## src/sst_consts.svh

```systemverilog
`ifndef SST_CONSTS_SVH
`define SST_CONSTS_SVH

// ****************************************
// Sizes
// ****************************************
`define SST_UNITS 8
`define SST_SIDES 2
`define SST_ADDR_W 4
`define SST_DATA_W 32
`define SST_EVENTS 2

// ****************************************
// Register offsets
// ****************************************
`define SST_OFF_CSW 4'h0
`define SST_OFF_UNITS 4'h4
`define SST_OFF_IRQ_STATUS 4'h8
`define SST_OFF_IRQ_MASK 4'hC

// ****************************************
// Field positions and unit map
// ****************************************
`define SST_CSW_SAT_BIT 0
`define SST_EV_SAT_BIT 0
`define SST_EV_DUAL_BIT 1
`define SST_M_UNIT_A 2
`define SST_M_UNIT_B 6

// ****************************************
// Reset values and responses
// ****************************************
`define SST_RST_UNITS 8'h00
`define SST_RST_EVENTS 2'h0
`define SST_RESP_OKAY 2'h0
`define SST_RESP_SLVERR 2'h2

`endif

```

## src/sst_pkg.sv

```systemverilog
`include "sst_consts.svh"

package sst_pkg;
   typedef logic [`SST_UNITS-1:0] sst_unit_vec_t;
   typedef logic [`SST_SIDES-1:0] sst_side_vec_t;
   typedef logic [`SST_EVENTS-1:0] sst_event_vec_t;
   typedef logic [`SST_ADDR_W-1:0] sst_addr_t;
   typedef logic [`SST_DATA_W-1:0] sst_data_t;

   // Per-unit set condition from a long multiply result on that unit's side
   function automatic logic sst_long_hit(input int unit, input sst_side_vec_t lv,
                                         input sst_side_vec_t ls);
      logic hit;
      hit = 1'b0;
      if (unit == `SST_M_UNIT_A) begin
         hit = lv[0] & ls[0];
      end else if (unit == `SST_M_UNIT_B) begin
         hit = lv[1] & ls[1];
      end
      return hit;
   endfunction : sst_long_hit
endpackage : sst_pkg

```

## src/sst_result_if.sv

```systemverilog
interface sst_result_if;
   import sst_pkg::*;
   sst_unit_vec_t res_valid;
   sst_unit_vec_t res_sat;
   sst_side_vec_t mlong_valid;
   sst_side_vec_t mlong_sat;
   logic flag_we;
   sst_unit_vec_t flag_wdata;
   sst_unit_vec_t flags;

   modport core (
      output res_valid,
      output res_sat,
      output mlong_valid,
      output mlong_sat,
      output flag_we,
      output flag_wdata,
      input flags
   );

   modport tracker (
      input res_valid,
      input res_sat,
      input mlong_valid,
      input mlong_sat,
      input flag_we,
      input flag_wdata,
      output flags
   );
endinterface : sst_result_if

```

## src/sst_unit_flags.sv

```systemverilog
`include "sst_consts.svh"

module sst_unit_flags (
   // Clock and reset
   input wire logic aclk,
   input wire logic aresetn,
   // Results in, flags out
   sst_result_if.tracker res
);
   import sst_pkg::*;

   sst_unit_vec_t unit_set;
   sst_unit_vec_t next_flags;

   // ****************************************
   // Per-unit flags
   // ****************************************
   for (genvar i = 0; i < `SST_UNITS; i++) begin : g_unit
      // Both multiply results feed the flag, so a coincident short one cannot mask the long one
      assign unit_set[i] = (res.res_valid[i] & res.res_sat[i])
                           | sst_long_hit(i, res.mlong_valid, res.mlong_sat);
      // Set wins over a software write in the same cycle
      assign next_flags[i] = unit_set[i] | (res.flag_we ? res.flag_wdata[i] : res.flags[i]);
   end

   always_ff @(posedge aclk) begin
      if (!aresetn) begin
         res.flags <= `SST_RST_UNITS;
      end else begin
         res.flags <= next_flags;
      end
   end
endmodule : sst_unit_flags

```

## src/sst_saturation_tracker.sv

```systemverilog
// Design decisions made here: the AXI4-Lite register port and the register offsets.
`include "sst_consts.svh"

module sst_saturation_tracker (
   // Clock and reset
   input wire logic aclk,
   input wire logic aresetn,
   // AXI4-Lite write address
   input wire logic s_axi_awvalid,
   output logic s_axi_awready,
   input wire sst_pkg::sst_addr_t s_axi_awaddr,
   input wire logic [2:0] s_axi_awprot,
   // AXI4-Lite write data
   input wire logic s_axi_wvalid,
   output logic s_axi_wready,
   input wire sst_pkg::sst_data_t s_axi_wdata,
   input wire logic [3:0] s_axi_wstrb,
   // AXI4-Lite write response
   output logic s_axi_bvalid,
   input wire logic s_axi_bready,
   output logic [1:0] s_axi_bresp,
   // AXI4-Lite read address
   input wire logic s_axi_arvalid,
   output logic s_axi_arready,
   input wire sst_pkg::sst_addr_t s_axi_araddr,
   input wire logic [2:0] s_axi_arprot,
   // AXI4-Lite read data
   output logic s_axi_rvalid,
   input wire logic s_axi_rready,
   output sst_pkg::sst_data_t s_axi_rdata,
   output logic [1:0] s_axi_rresp,
   // Functional unit results, one per unit per cycle
   input wire sst_pkg::sst_unit_vec_t res_valid,
   input wire sst_pkg::sst_unit_vec_t res_sat,
   // Long multiply results per side, landing beside the short ones
   input wire sst_pkg::sst_side_vec_t mlong_valid,
   input wire sst_pkg::sst_side_vec_t mlong_sat,
   // Status out
   output logic saturation_sticky_flag,
   output sst_pkg::sst_unit_vec_t per_unit_saturation_flags,
   output logic irq
);
   import sst_pkg::*;

   // ****************************************
   // Register selection
   // ****************************************
   function automatic logic [3:0] reg_sel(input sst_addr_t a);
      logic [3:0] s;
      s = 4'h0;
      unique case (a)
         `SST_OFF_CSW: s = 4'h1;
         `SST_OFF_UNITS: s = 4'h2;
         `SST_OFF_IRQ_STATUS: s = 4'h4;
         `SST_OFF_IRQ_MASK: s = 4'h8;
         default: s = 4'h0;
      endcase
      return s;
   endfunction : reg_sel

   sst_result_if res_bus ();

   sst_unit_flags u_flags (
      .aclk(aclk),
      .aresetn(aresetn),
      .res(res_bus.tracker)
   );

   // ****************************************
   // Write channel
   // ****************************************
   logic aw_got;
   logic w_got;
   sst_addr_t aw_addr;
   sst_data_t w_data;
   logic [3:0] w_strb;
   logic sticky;
   sst_event_vec_t irq_status;
   sst_event_vec_t irq_mask;

   wire aw_hs = s_axi_awvalid & s_axi_awready;
   wire w_hs = s_axi_wvalid & s_axi_wready;
   wire do_write = aw_got & w_got & ~s_axi_bvalid;
   wire [3:0] wsel = reg_sel(aw_addr);
   wire wlane0 = do_write & w_strb[0];
   wire csw_we = wlane0 & wsel[0];
   wire unit_we = wlane0 & wsel[1];
   wire mask_we = wlane0 & wsel[3];
   wire next_aw_got = (aw_got | aw_hs) & ~do_write;
   wire next_w_got = (w_got | w_hs) & ~do_write;
   wire next_bvalid = do_write | (s_axi_bvalid & ~s_axi_bready);

   always_ff @(posedge aclk) begin
      if (!aresetn) begin
         aw_got <= 1'b0;
         w_got <= 1'b0;
         aw_addr <= '0;
         w_data <= 32'h0000_0000;
         w_strb <= 4'h0;
         s_axi_awready <= 1'b0;
         s_axi_wready <= 1'b0;
         s_axi_bvalid <= 1'b0;
         s_axi_bresp <= `SST_RESP_OKAY;
      end else begin
         aw_got <= next_aw_got;
         w_got <= next_w_got;
         if (aw_hs) begin
            aw_addr <= s_axi_awaddr;
         end
         if (w_hs) begin
            w_data <= s_axi_wdata;
            w_strb <= s_axi_wstrb;
         end
         s_axi_awready <= ~next_aw_got & ~next_bvalid;
         s_axi_wready <= ~next_w_got & ~next_bvalid;
         s_axi_bvalid <= next_bvalid;
         if (do_write) begin
            s_axi_bresp <= (wsel == 4'h0) ? `SST_RESP_SLVERR : `SST_RESP_OKAY;
         end
      end
   end

   // ****************************************
   // Read channel
   // ****************************************
   wire ar_hs = s_axi_arvalid & s_axi_arready;
   wire [3:0] rsel = reg_sel(s_axi_araddr);
   wire next_rvalid = ar_hs | (s_axi_rvalid & ~s_axi_rready);
   // Status is cleared by the read that returns it, so no event can slip between read and clear
   wire irq_rd_clr = ar_hs & rsel[2];
   wire [31:0] rd_mux = ({32{rsel[0]}} & (32'(sticky) << `SST_CSW_SAT_BIT))
                        | ({32{rsel[1]}} & 32'(res_bus.flags))
                        | ({32{rsel[2]}} & 32'(irq_status))
                        | ({32{rsel[3]}} & 32'(irq_mask));

   always_ff @(posedge aclk) begin
      if (!aresetn) begin
         s_axi_arready <= 1'b0;
         s_axi_rvalid <= 1'b0;
         s_axi_rdata <= 32'h0000_0000;
         s_axi_rresp <= `SST_RESP_OKAY;
      end else begin
         s_axi_arready <= ~next_rvalid;
         s_axi_rvalid <= next_rvalid;
         if (ar_hs) begin
            s_axi_rdata <= rd_mux;
            s_axi_rresp <= (rsel == 4'h0) ? `SST_RESP_SLVERR : `SST_RESP_OKAY;
         end
      end
   end

   // ****************************************
   // Saturation tracking
   // ****************************************
   sst_unit_vec_t unit_set;
   for (genvar i = 0; i < `SST_UNITS; i++) begin : g_set
      assign unit_set[i] = (res_valid[i] & res_sat[i]) | sst_long_hit(i, mlong_valid, mlong_sat);
   end

   // Any unit, short or long result, feeds the one sticky flag
   wire sat_any = |unit_set;
   wire dual_m = |(mlong_valid & {res_valid[`SST_M_UNIT_B], res_valid[`SST_M_UNIT_A]});
   // A clean result never clears; only a software write does, and a new saturation beats it
   wire next_sticky = sat_any | (csw_we ? w_data[`SST_CSW_SAT_BIT] : sticky);

   // The unit flags see only their own write strobe, never the sticky flag write
   assign res_bus.res_valid = res_valid;
   assign res_bus.res_sat = res_sat;
   assign res_bus.mlong_valid = mlong_valid;
   assign res_bus.mlong_sat = mlong_sat;
   assign res_bus.flag_we = unit_we;
   assign res_bus.flag_wdata = w_data[`SST_UNITS-1:0];

   // ****************************************
   // Interrupts
   // ****************************************
   sst_event_vec_t ev;
   assign ev[`SST_EV_SAT_BIT] = sat_any;
   assign ev[`SST_EV_DUAL_BIT] = dual_m;
   wire [`SST_EVENTS-1:0] next_irq_status = ev | (irq_rd_clr ? `SST_RST_EVENTS : irq_status);
   wire [`SST_EVENTS-1:0] next_irq_mask = mask_we ? w_data[`SST_EVENTS-1:0] : irq_mask;

   always_ff @(posedge aclk) begin
      if (!aresetn) begin
         sticky <= 1'b0;
         irq_status <= `SST_RST_EVENTS;
         irq_mask <= `SST_RST_EVENTS;
         irq <= 1'b0;
      end else begin
         sticky <= next_sticky;
         irq_status <= next_irq_status;
         irq_mask <= next_irq_mask;
         irq <= |(next_irq_status & next_irq_mask);
      end
   end

   assign saturation_sticky_flag = sticky;
   assign per_unit_saturation_flags = res_bus.flags;
endmodule : sst_saturation_tracker

```

## config.mk

```make
export PLATFORM = sky130hd
export DESIGN_NAME = sst_saturation_tracker
export DESIGN_NICKNAME = d
export VERILOG_FILES = /design/src/sst_pkg.sv /design/src/sst_result_if.sv /design/src/sst_unit_flags.sv /design/src/sst_saturation_tracker.sv
export VERILOG_INCLUDE_DIRS = /design/src
export SDC_FILE = /design/constraint.sdc
export NUM_CORES = 1
export LEC_CHECK = 0
export BUFFER_PORTS_ARGS = -buffer_cell sky130_fd_sc_hd__buf_4
export CORE_MARGIN = 8
export CORE_UTILIZATION = 37
export CTS_CLUSTER_SIZE = 40
export DETAILED_ROUTE_END_ITERATION = 8
export GPL_ROUTABILITY_DRIVEN = 0
export GPL_TIMING_DRIVEN = 0
export MAX_ROUTING_LAYER = met4
export PLACE_DENSITY = 0.81
export SETUP_SLACK_MARGIN = 0.3
export SYNTH_ARGS = -nofsm -noshare
export SYNTH_HDL_FRONTEND = slang
export SYNTH_SLANG_ARGS = --single-unit
```

## constraint.sdc

```tcl
create_clock -name aclk -period 1.2 [get_ports aclk]
set_input_delay 0.24 -clock aclk [delete_from_list [all_inputs] [get_ports aclk]]
set_output_delay 0.24 -clock aclk [all_outputs]
set_load 0.02 [all_outputs]
```

* Word level (Yosys, flattened, before mapping)
Cells that the tools add are included.
** Word-level totals
- Register bits :: 70
- Bits of input ports :: 77
- Word-level logic and storage cells :: 105
** Cells by class
- Equal/unequal tests :: 6
- Muxes and demuxes :: 15
- Bitwise gates (word level) :: 59
- Reduce and logical (&&, ||, !) cells :: 7
** Operators with widths (number)
- 32-bit OR :: 3
- 32-bit by 2-bit AND with 32-bit output :: 2
- 32-bit by 1-bit AND with 32-bit output :: 1
- 32-bit by 8-bit AND with 32-bit output :: 1
- 4-bit case mux with 4 select lines :: 2
- 1-bit AND :: 26
- 4-bit == test, second input constant :: 4
- 4-bit logical NOT :: 4
- 1-bit OR :: 15
- 1-bit two-way mux :: 9
- 4-bit by 3-bit == test with 1-bit output, second input constant :: 2
- 2-bit two-way mux :: 4
- 1-bit NOT :: 8
- 8-bit OR reduction :: 1
- 2-bit AND :: 2
- 2-bit OR reduction :: 2
- 2-bit OR :: 1

* Depth between registers and ports, before layout
Gate-level depths: netlist of the first run.
- Depth after elaboration :: 7
- Gate-level depth with buffers :: 5
- Depth with buffers taken out :: 4

* Hierarchy
Synthesis of the first run repeated with hierarchy kept, for this count alone.
** Second synthesis, totals
- Cells, all modules :: 214
- Area, all modules :: 1995.7 um^2
** Modules (own cells, without submodules)
- sst_saturation_tracker :: instances 1, cells an instance 181, area an instance 1646.6 um^2, seq. area each 720.7 um^2
- sst_unit_flags :: instances 1, cells an instance 33, area an instance 349.1 um^2, seq. area each 160.2 um^2

* Worst setup path after synthesis of the first run
Ideal clock, no wire load.
- Kind :: reg-to-reg
- From :: reg s_axi_bvalid
- To :: reg irq
- Arrival time :: 1365 ps
- Data required time :: 1112 ps
- Slack :: -253 ps
- Cell stages (with the launch flop) :: 6
- Clock period less this slack :: 1453 ps
- Cells stage by stage :: dfxtp_1 -> and3b_1 -> buf_6 -> and4_4 -> mux2_2 -> o32ai_2
** Between the ends
- Word-level cells in the longest chain between the ends :: 7
** Ends and longest elaborated chain
- from (decl) :: RTL line sst_saturation_tracker.sv:19 : output logic s_axi_bvalid,
- from (signal assigned) :: RTL line sst_saturation_tracker.sv:116 : s_axi_bvalid <= next_bvalid;
- 1-bit NOT :: RTL line sst_saturation_tracker.sv:83 : wire do_write = aw_got & w_got & ~s_axi_bvalid;
- 1-bit AND :: RTL line sst_saturation_tracker.sv:83
- 1-bit AND :: RTL line sst_saturation_tracker.sv:85 : wire wlane0 = do_write & w_strb[0];
- 1-bit AND :: RTL line sst_saturation_tracker.sv:88 : wire mask_we = wlane0 & wsel[3];
- 2-bit two-way mux :: RTL line sst_saturation_tracker.sv:181 : wire [`SST_EVENTS-1:0] next_irq_mask = mask_we ? w_data[`SST_EVENTS-1:0] : irq_mask;
- 2-bit AND :: RTL line sst_saturation_tracker.sv:193 : irq <= |(next_irq_status & next_irq_mask);
- 2-bit OR reduction :: RTL line sst_saturation_tracker.sv:193
- to (signal assigned) :: RTL line sst_saturation_tracker.sv:193
- to (decl) :: RTL line sst_saturation_tracker.sv:41 : output logic irq
Every way passes these cells.
A chain may end at the register's enable or synchronous reset.

* Worst setup path after layout of the first run
Same ends and word-level chain as after synthesis.

==> results.py, run 1 <==
metrics = {
    "run_status": {
        "status": "finished with violations",
        "violations": "negative setup slack",
    },
    "die": {
        "rows": 26,
        "die-width_microns": 87.48,
        "die_y_microns": 87.48,
        "start_util_pct": 37.74,
        "ios": 128,
        "die_area_sq_um": 7653,
        "coreArea_sq_um": 5010,
    },
    "setup_path": {
        "cp-endpoint": "irq",
        "crit_start": "s_axi_bvalid",
        "crit_path_max_fanout": 3,
        "arrival_ns": 1.63,
        "regToRegEndpoint": "irq",
        "end_kind": "register",
        "ff2ff_path_depth": 5,
        "r2r_slack_ns": -0.22,
        "max_stage_delay_ns": 0.33,
        "path_cells": "and3b_1 -> buf_6 -> and4_4 -> mux2_4 -> o32ai_2",
        "critPathLaunchType": "register",
        "required_ns": 1.41,
        "critical_path_class": "register to register",
        "cp_slowest_cell": "dfxtp_2",
        "r2r_start": "s_axi_bvalid",
    },
    "timing": {
        "drv_slew": 0,
        "min_period_over_period_pct": 118.0,
        "final.min_clock_period_ns": 1.416,
        "fin_ws_ns": -0.2164,
        "rsz0062_at_grt": "true",
        "fin_skew_ns": 0.01044,
        "max_freq_mhz": 706.0,
        "setup_viol": 13,
        "hold_viol_final": 0,
        "holdWs_ns": 0.1675,
    },
    "clock_tree": {
        "cts_tree": "yes",
        "cts.hold.buffers_added": 0,
        "clkSinkCount": 44,
        "clk_pin_slew_worst_paths_ns": 0.08,
        "h-tree-depth": 2,
        "cts_buffers": 5,
        "clockRootBuffer": "clkbuf_8",
        "clock_latency_ns": 0.31,
        "cts_buffer_depth": 2,
    },
    "power": {
        "p_sw_share_pct": 27.23,
        "p_per_area_nw_per_um2": 1064,
        "max-vdd-ir-drop_uv": 500.9,
        "power.switching_uw": 948.9,
        "power_frac_seq_pct": 45.7,
        "p_int_mw": 2.536,
        "clock_power_share_pct": 32.5,
        "leakage_nw": 1.551,
        "power_frac_comb_pct": 21.8,
    },
    "yosys": {
        "synth.distinct_cells": 33,
        "ys_ff_latch": 44,
        "ys_dominant_reg_cell": "dfxtp_1",
        "async_reset_ff_share_pct": 0,
        "synth_cells": 212,
        "syn_area_per_cell_sq_um": 8.918,
        "synth-seq-area-share_pct": 46.59,
        "yosysWarnings": 0,
        "synth-edff-count": 0,
        "netlist_area_sq_um": 1891,
    },
    "final_layout": {
        "final_util_pct": 65.36,
        "final_nets": 411,
        "layout.cells.non_filler": 405,
        "fillers": 400,
        "diodes": 0,
        "drive_above_1_share_pct": 60.00,
        "area_growth_pct": 73.20,
    },
    "detailed_routing": {
        "ant_nets": 0,
        "routed_wl_microns": 5852,
        "route.detailed.drc": 0,
        "post_drt_wl_per_cell_microns": 14.45,
        "dr_total_vias": 1848,
        "drt_iter0_markers": 176,
        "via_per_inst": 4.563,
        "drtPass1Iterations": 4,
    },
    "global_route": {
        "antenna_found_initial": 0,
        "grt_pass1_wl_microns": 8604,
        "grt.overflow.total": 0,
        "grt_pass1_vias": 1825,
        "gr-usage-all-layers_pct": 14.97,
        "grt_max_degree": 15,
    },
    "place": {
        "port_buffers": 68,
        "dpl.cell_count": 375,
        "dp_hpwl_microns": 4103,
    },
    "hold_path": {
        "hp-class": "input port to register",
    },
    "job": {
        "cap_viol_max_count": 0,
    },
}
## cell type report
type                       count  area [sq um]  share of cell area (%)
inverter                       3         11.26                  0.3439
timing repair buffer          90         792.0                   24.19
clock buffer                   5         68.82                   2.102
clock inverter                 3         41.29                   1.261
buffer                        32         250.2                   7.642
sequential                    44         922.1                   28.16
multi-input combinational    158          1101                   33.63
tap                           70         87.58                   2.675
## critical path, delay by kind of cell, from the launching register on
kind                   cells  cell delay, ns
multiplexers               1            0.32
flip-flops                 1            0.33
buffers and inverters      1            0.11
AND/OR/NAND/NOR            2            0.46
AO/OA/AOI/OAI              1            0.10
## cell families (layout without fill, tap and decap cells)
kind of cell           Yosys count  count (layout)  share of synthesized area, %
AND/OR/NAND/NOR                 78              78                         19.85
flip-flops                      44              44                         46.59
AO/OA/AOI/OAI                   41              41                         13.17
buffers and inverters           35             133                         12.57
multiplexers                    13              13                         7.611
other                            1              26                        0.1984
## worst min path at each step
stage | slack [ns] | endpoint | start | depth (start not counted)
2_1_floorplan | 0.38 | w_data[2] | s_axi_wdata[2] | 2
3_3_place_gp | 0.45 | aw_addr[0] | aw_addr[0] | 2
3_5_place_dp | 0.46 | aw_addr[0] | aw_addr[0] | 2
4_1_cts | 0.17 | w_data[0] | s_axi_wdata[0] | 3
5_1_grt | 0.16 | w_data[0] | s_axi_wdata[0] | 3
6_report | 0.17 | w_data[0] | s_axi_wdata[0] | 3
## per-layer routing
metal | vias up | part of all wire, % | global-route usage (%) | wire length (microns)
met5 | - | 0 | - | 0
met4 | 0 | 1.1 | 5.000 | 65
met3 | 7 | 10 | 6.698 | 586
met2 | 73 | 52 | 25.76 | 3059
met1 | 842 | 37 | 14.68 | 2140
li1 | 926 | - | - | -
## cell usage after synthesis, types with 3 or more instances
cell,count,share of area (%)
a21oi_1,28,7.4
a22oi_1,9,3.6
and3_1,3,0.99
buf_4,26,10
dfxtp_1,44,47
inv_1,3,0.60
mux2i_1,11,5.8
nand2_1,35,6.9
nand3_1,5,1.3
nand4_1,3,0.99
nor2_1,17,3.4
nor3_1,3,0.79
## timing repair
item / CTS / global route
pin swaps: 21 / 9
cloned: 1 / 0
setup buffers: 16 / 5
setup endpoints to repair: 56 / 66
gates resized for setup: 63 / 36
## sequential cells by signal, summed over array words and instances (netlist names), 2 cells and up
signal	cells
u_flags.res.flags	8
irq_status	2
w_data	8
irq_mask	2
aw_addr	4
s_axi_rdata	8
## layout by cell type (no fill, tap or decap), types with 6 or more instances in the layout
master / netlist / final
a21oi_1: 28 / 16
a21oi_2: 0 / 12
a22oi_1: 9 / 6
buf_4: 26 / 86
buf_6: 1 / 30
conb_1: 1 / 26
dfxtp_1: 44 / 17
dfxtp_2: 0 / 24
mux2i_1: 11 / 10
nand2_1: 35 / 23
nand2_4: 0 / 6
nor2_1: 17 / 14
## power by group through the flow
stage / clock, mW / sequential, mW / combinational, mW
2_1_floorplan: 0 / 1.66 / 0.297
3_3_place_gp: 0 / 1.62 / 0.554
3_5_place_dp: 0 / 1.62 / 0.564
4_1_cts: 1.14 / 1.59 / 0.681
5_1_grt: 1.21 / 1.60 / 0.815
6_report: 1.13 / 1.59 / 0.759
## through the flow
step	area [sq um]	TNS (ns)	power (mW)	setup slack [ns]
final	3274	-1.078	3.485	-0.2164
after global routing	3274	-2.196	3.625	-0.2558
after CTS	3092	-0.9657	3.413	-0.1891
after floorplan	2058	-1.410	1.955	-0.1789
after detailed placement	2656	-3.170	2.188	-0.2462
after global placement	2656	-2.667	2.174	-0.2336
Note: power is estimated with default switching activity, not from simulation.
==> inputs of run 2 (changes only) <==
Settings changed: CORE_UTILIZATION 37 to 40, PLACE_DENSITY 0.81 to 0.83, SKIP_LAST_GASP set to 1.
Clock period 1.2 ns to 1.56 ns, I/O delays scaled along.
==> run 2 against run 1 <==
  * The run now ends clean
  * Critical path type unchanged
  * Critical endpoint unchanged
  * Global-route usage fell by 0.54 points
  * Highest routed layer unchanged
  * Core utilization fell by 4.5 points
  * Sequential power fell by 23%
==> results.py, run 2 (same netlist as run 1, synthesis figures left out) <==
metrics = {
    "setup_path": {
        "critical_path_class": "register to register",
        "end_kind": "register",
        "arrival_ns": 1.63,
        "critPathLaunchType": "register",
        "cp_slowest_cell": "dfxtp_2",
        "r2r_slack_ns": 0.13,
        "path_cells": "and3b_1 -> buf_6 -> and4_4 -> mux2_4 -> o32ai_4",
        "regToRegEndpoint": "irq",
        "ff2ff_path_depth": 5,
        "cpLargestDelayFamily": "simple AND/OR/NAND/NOR gates",
        "required_ns": 1.77,
        "max_stage_delay_ns": 0.32,
        "r2r_start": "s_axi_bvalid",
        "crit_path_max_fanout": 4,
        "critical_path_buf_inv_count": 1,
    },
    "clock_tree": {
        "clockRootBuffer": "clkbuf_8",
        "clock_latency_ns": 0.29,
        "cts.hold.buffers_added": 0,
        "cts_buffers": 5,
        "cts_buffer_depth": 2,
        "h-tree-depth": 2,
        "clk_pin_slew_worst_paths_ns": 0.08,
        "cts_tree": "yes",
        "clkSinkCount": 44,
    },
    "detailed_routing": {
        "route.detailed.drc": 0,
        "routed_wl_microns": 5216,
        "post_drt_wl_per_cell_microns": 13.91,
        "dr_total_vias": 1753,
        "drtPass1Iterations": 4,
        "via_per_inst": 4.675,
        "ant_nets": 0,
        "drt_iter0_markers": 82,
    },
    "final_layout": {
        "drive_above_1_share_pct": 40.50,
        "final_cell_mix": "buf_4 (102), dfxtp_1 (39), nand2_1 (34)",
        "reg_top3": "s_axi_rdata (8), u_flags.res.flags (8), w_data (8)",
        "diodes": 0,
        "final_nets": 397,
        "multi_input_area_sq_um": 925.9,
        "register_area_sq_um": 887.1,
        "final_util_pct": 60.84,
        "final_common_cell": "buf_4",
        "area_growth_pct": 48.97,
        "fillers": 416,
    },
    "global_route": {
        "grt_pass1_vias": 1754,
        "grt.overflow.total": 0,
        "antenna_found_initial": 0,
        "grt_pass1_wl_microns": 8086,
        "grt_max_degree": 14,
        "gr-usage-all-layers_pct": 14.43,
    },
    "power": {
        "max-vdd-ir-drop_uv": 569.1,
        "leakage_nw": 1.370,
        "power.switching_uw": 655.3,
        "p_int_mw": 1.957,
        "power_frac_seq_pct": 46.8,
        "p_per_area_nw_per_um2": 927.5,
        "clock_power_share_pct": 36.2,
        "power_frac_comb_pct": 17.0,
        "p_sw_share_pct": 25.09,
    },
    "die": {
        "ios": 128,
        "coreArea_sq_um": 4629,
        "start_util_pct": 40.84,
        "die-width_microns": 84.75,
        "rows": 25,
        "die_y_microns": 84.75,
        "die_area_sq_um": 7183,
    },
    "hold_path": {
        "hp-class": "input port to register",
        "holdPathEnd": "w_data[0]",
        "min_from": "s_axi_wdata[0]",
        "hold_depth": 3,
    },
    "timing": {
        "tns_ns": 0,
        "min_period_over_period_pct": 91.48,
        "rsz0062_at_grt": "true",
        "setup_viol": 0,
        "drv_slew": 0,
        "fin_skew_ns": 0.008614,
        "hold_viol_final": 0,
        "final.min_clock_period_ns": 1.427,
        "max_freq_mhz": 700.8,
    },
    "place": {
        "dp_hpwl_microns": 4003,
        "port_buffers": 68,
    },
    "run_status": {
        "status": "complete, no violations",
    },
    "job": {
        "cap_viol_max_count": 0,
    },
}
-- run 2: cell count changes in the layout (fill, tap and decap cells not counted), moves of 4 or more --
cell	delta
a21oi_2	-12
nand2_1	+11
nand2_2	-4
dfxtp_1	+22
buf_4	+16
nand2_4	-6
buf_6	-29
dfxtp_2	-19
a21oi_1	+12
-- run 2: layout make-up --
class	count	area share (%)
multi-input cells	158	32.87
flip-flops and latches	44	31.50
repair buffers	76	20.26
plain buffers	32	8.085
clock buffers	7	3.421
well taps	54	2.399
clock inverters	1	1.066
inverters	3	0.3998
-- run 2: power by group through the flow --
stage / Clock, mW / Sequential (mW) / Combinational [mW]
after global placement: 0 / 1.24 / 0.413
after detailed placement: 0 / 1.25 / 0.419
after CTS: 0.961 / 1.22 / 0.433
after floorplan: 0 / 1.27 / 0.217
after global routing: 1.01 / 1.23 / 0.484
final: 0.944 / 1.22 / 0.445
-- run 2: routing by layer --
metal | vias to the layer above | global-route usage, % | share of wire [%]
met2 | 64 | 24.12 | 50
li1 | 894 | - | -
met3 | 6 | 6.439 | 8.9
met1 | 789 | 14.47 | 40
met5 | - | - | 0
met4 | 0 | 5.663 | 1.4
-- run 2: what timing repair did --
| item | in CTS | in global routing |
|---|---|---|
| gates cloned | 0 | 0 |
| endpoints found under the setup margin | 19 | 19 |
| pin swaps | 9 | 4 |
| endpoints found under the hold margin | 0 | 0 |
| buffers inserted | 5 | 3 |
| gates resized for setup | 8 | 7 |
-- run 2: through the flow --
stage	setup slack [ns]	cell area (sq um)	power (mW)	hold WS, ns	instances
2_1_floorplan	0.1811	1991	1.489	0.4357	237
3_5_place_dp	0.02363	2569	1.665	0.4508	359
3_3_place_gp	0.02824	2569	1.656	0.4452	359
6_report	0.1330	2816	2.612	0.2625	375
4_1_cts	0.1302	2779	2.614	0.2544	372
5_1_grt	0.04834	2816	2.719	0.2515	375
-- run 2: how the worst max path moves through the flow --
stage	startpoint	endpoint	slack, ns	depth (start not counted)
6_report	s_axi_bvalid	irq	0.13	5
5_1_grt	s_axi_bvalid	irq	0.05	5
4_1_cts	s_axi_bvalid	irq	0.13	5
3_5_place_dp	s_axi_araddr[0]	s_axi_rdata[2]	0.02	5
3_3_place_gp	s_axi_araddr[0]	irq	0.03	5
2_1_floorplan	s_axi_bvalid	irq	0.18	5
-- run 2: tightest hold or removal path, delay by kind of cell --
| family | cells | cell delay [ns] |
|---|---|---|
| AOI/OAI and AO/OA | 1 | 0.05 |
| buffers and inverters | 1 | 0.11 |
| and+or+nand+nor | 1 | 0.05 |
==> inputs of run 3 (changes only) <==
==> constraint.sdc (replaced) <==
create_clock -name aclk -period 1.56 [get_ports aclk]
set_input_delay 0.078 -clock aclk [delete_from_list [all_inputs] [get_ports aclk]]
set_output_delay 0.078 -clock aclk [all_outputs]
set_load 0.02 [all_outputs]
==> run 3 against run 2 <==
  * Clock-buffer cell count unchanged
  * Die area unchanged
  * Worst setup slack unchanged
  * Register-to-register slack about the same
==> results.py, run 3 (same netlist as run 1, synthesis figures left out) <==
metrics = {
    "run_status": {
        "status": "complete, no violations",
    },
    "place": {
        "dp_hpwl_microns": 4003,
        "dpl.cell_count": 359,
        "port_buffers": 68,
        "place_ws_ns": 0.09910,
    },
    "clock_tree": {
        "h-tree-depth": 2,
        "cts_tree": "yes",
        "clkSinkCount": 44,
        "clockRootBuffer": "clkbuf_8",
        "clk_pin_slew_worst_paths_ns": 0.08,
        "cts_buffers": 5,
        "clock_latency_ns": 0.29,
        "cts_buffer_depth": 2,
    },
    "die": {
        "die_area_sq_um": 7183,
        "ios": 128,
        "die_y_microns": 84.75,
        "die-width_microns": 84.75,
        "rows": 25,
        "coreArea_sq_um": 4629,
        "start_util_pct": 40.84,
    },
    "timing": {
        "tns_ns": 0,
        "drv_slew": 0,
        "fin_ws_ns": 0.1330,
        "hold_viol_final": 0,
        "holdWs_ns": 0.02845,
        "final.min_clock_period_ns": 1.427,
        "min_period_over_period_pct": 91.48,
        "setup_viol": 0,
        "rsz0062_at_grt": "true",
        "fin_skew_ns": 0.008614,
        "max_freq_mhz": 700.8,
    },
    "power": {
        "p_int_mw": 1.956,
        "clock_power_share_pct": 36.2,
        "power_frac_comb_pct": 17.0,
        "p_per_area_nw_per_um2": 927.7,
        "max-vdd-ir-drop_uv": 569.1,
        "leakage_nw": 1.370,
        "p_sw_share_pct": 25.09,
        "power.switching_uw": 655.3,
        "power_frac_seq_pct": 46.8,
    },
    "global_route": {
        "use_met2_pct": 24.12,
        "grt_pass1_vias": 1754,
        "use_met3_pct": 6.439,
        "top_usage_layer": "met2",
        "grt_max_degree": 14,
        "grt_pass1_wl_microns": 8086,
        "grt.overflow.total": 0,
        "use_met1_pct": 14.47,
        "antenna_found_initial": 0,
        "gr-usage-all-layers_pct": 14.43,
    },
    "setup_path": {
        "cp_slowest_cell": "dfxtp_2",
        "max_stage_delay_ns": 0.32,
        "crit_path_max_fanout": 4,
        "critical_path_class": "register to register",
        "ff2ff_path_depth": 5,
        "r2r_slack_ns": 0.13,
        "arrival_ns": 1.63,
        "required_ns": 1.77,
        "critPathLaunchType": "register",
        "end_kind": "register",
        "path_cells": "and3b_1 -> buf_6 -> and4_4 -> mux2_4 -> o32ai_4",
    },
    "final_layout": {
        "final_cell_mix": "buf_4 (102), dfxtp_1 (40), nand2_1 (34)",
        "final_util_pct": 60.81,
        "drive_above_1_share_pct": 40.19,
        "final_common_cell": "buf_4",
        "diodes": 0,
        "fillers": 417,
        "final_nets": 397,
        "area_growth_pct": 48.91,
        "reg_top3": "s_axi_rdata (8), u_flags.res.flags (8), w_data (8)",
        "layout.cells.non_filler": 375,
    },
    "detailed_routing": {
        "drtPass1Iterations": 4,
        "drt_iter0_markers": 82,
        "via_per_inst": 4.675,
        "dr_total_vias": 1753,
        "route.detailed.drc": 0,
        "routed_wl_microns": 5216,
        "ant_nets": 0,
        "post_drt_wl_per_cell_microns": 13.91,
    },
    "hold_path": {
        "hp-class": "input port to register",
        "hold_depth": 3,
    },
    "job": {
        "cap_viol_max_count": 0,
    },
}
[run 3: cell counts in the layout (fill, tap and decap cells not counted)]
No cell type changed its count.
[run 3: final timing paths]
kind                to      startpoint
max                irq    s_axi_bvalid
min          w_data[0]  s_axi_wdata[0]
max reg2reg        irq    s_axi_bvalid
min reg2reg  w_data[3]       w_data[3]
[run 3: worst max-delay path, delay by kind of cell, from the launching register on]
family,cells,cell delay [ns]
compound gates,1,0.13
buf+inv,1,0.11
flops,1,0.32
mux,1,0.32
simple gates,2,0.45
[run 3: metal layers]
layer | up-vias | part of all wire, %
met5 | - | 0
met3 | 6 | 8.9
met2 | 64 | 50
met4 | 0 | 1.4
met1 | 789 | 40
li1 | 894 | -
[run 3: layout make-up]
cell class                      instances  area (sq um)  area share [%]
Clock buffer                            7         96.34           3.422
Sequential cell                        44         885.9           31.47
Buffer                                 32         227.7           8.089
Inverter                                3         11.26          0.4000
Clock inverter                          1         30.03           1.067
Timing Repair Buffer                   76         570.5           20.27
Multi-Input combinational cell        158         925.9           32.89
Tap cell                               54         67.56           2.400
[run 3: power by group through the flow]
stage	registers, mW	logic [mW]	clock network, mW
final	1.22	0.445	0.944
after global routing	1.23	0.484	1.01
after CTS	1.22	0.433	0.961
after detailed placement	1.25	0.419	0
after global placement	1.24	0.413	0
after floorplan	1.27	0.217	0
[run 3: timing repair]
| item | in CTS | in global routing |
|---|---|---|
| buffers inserted | 5 | 3 |
| gates resized for setup | 8 | 6 |
| setup endpoints to repair | 19 | 18 |
| hold buffers | 0 | 0 |
| pin swaps | 9 | 4 |
[run 3: through the flow]
stage | area (sq um) | power, mW
global placement | 2569 | 1.656
CTS | 2779 | 2.614
detailed placement | 2569 | 1.665
global route | 2815 | 2.718
floorplan | 1991 | 1.489
finish | 2815 | 2.612
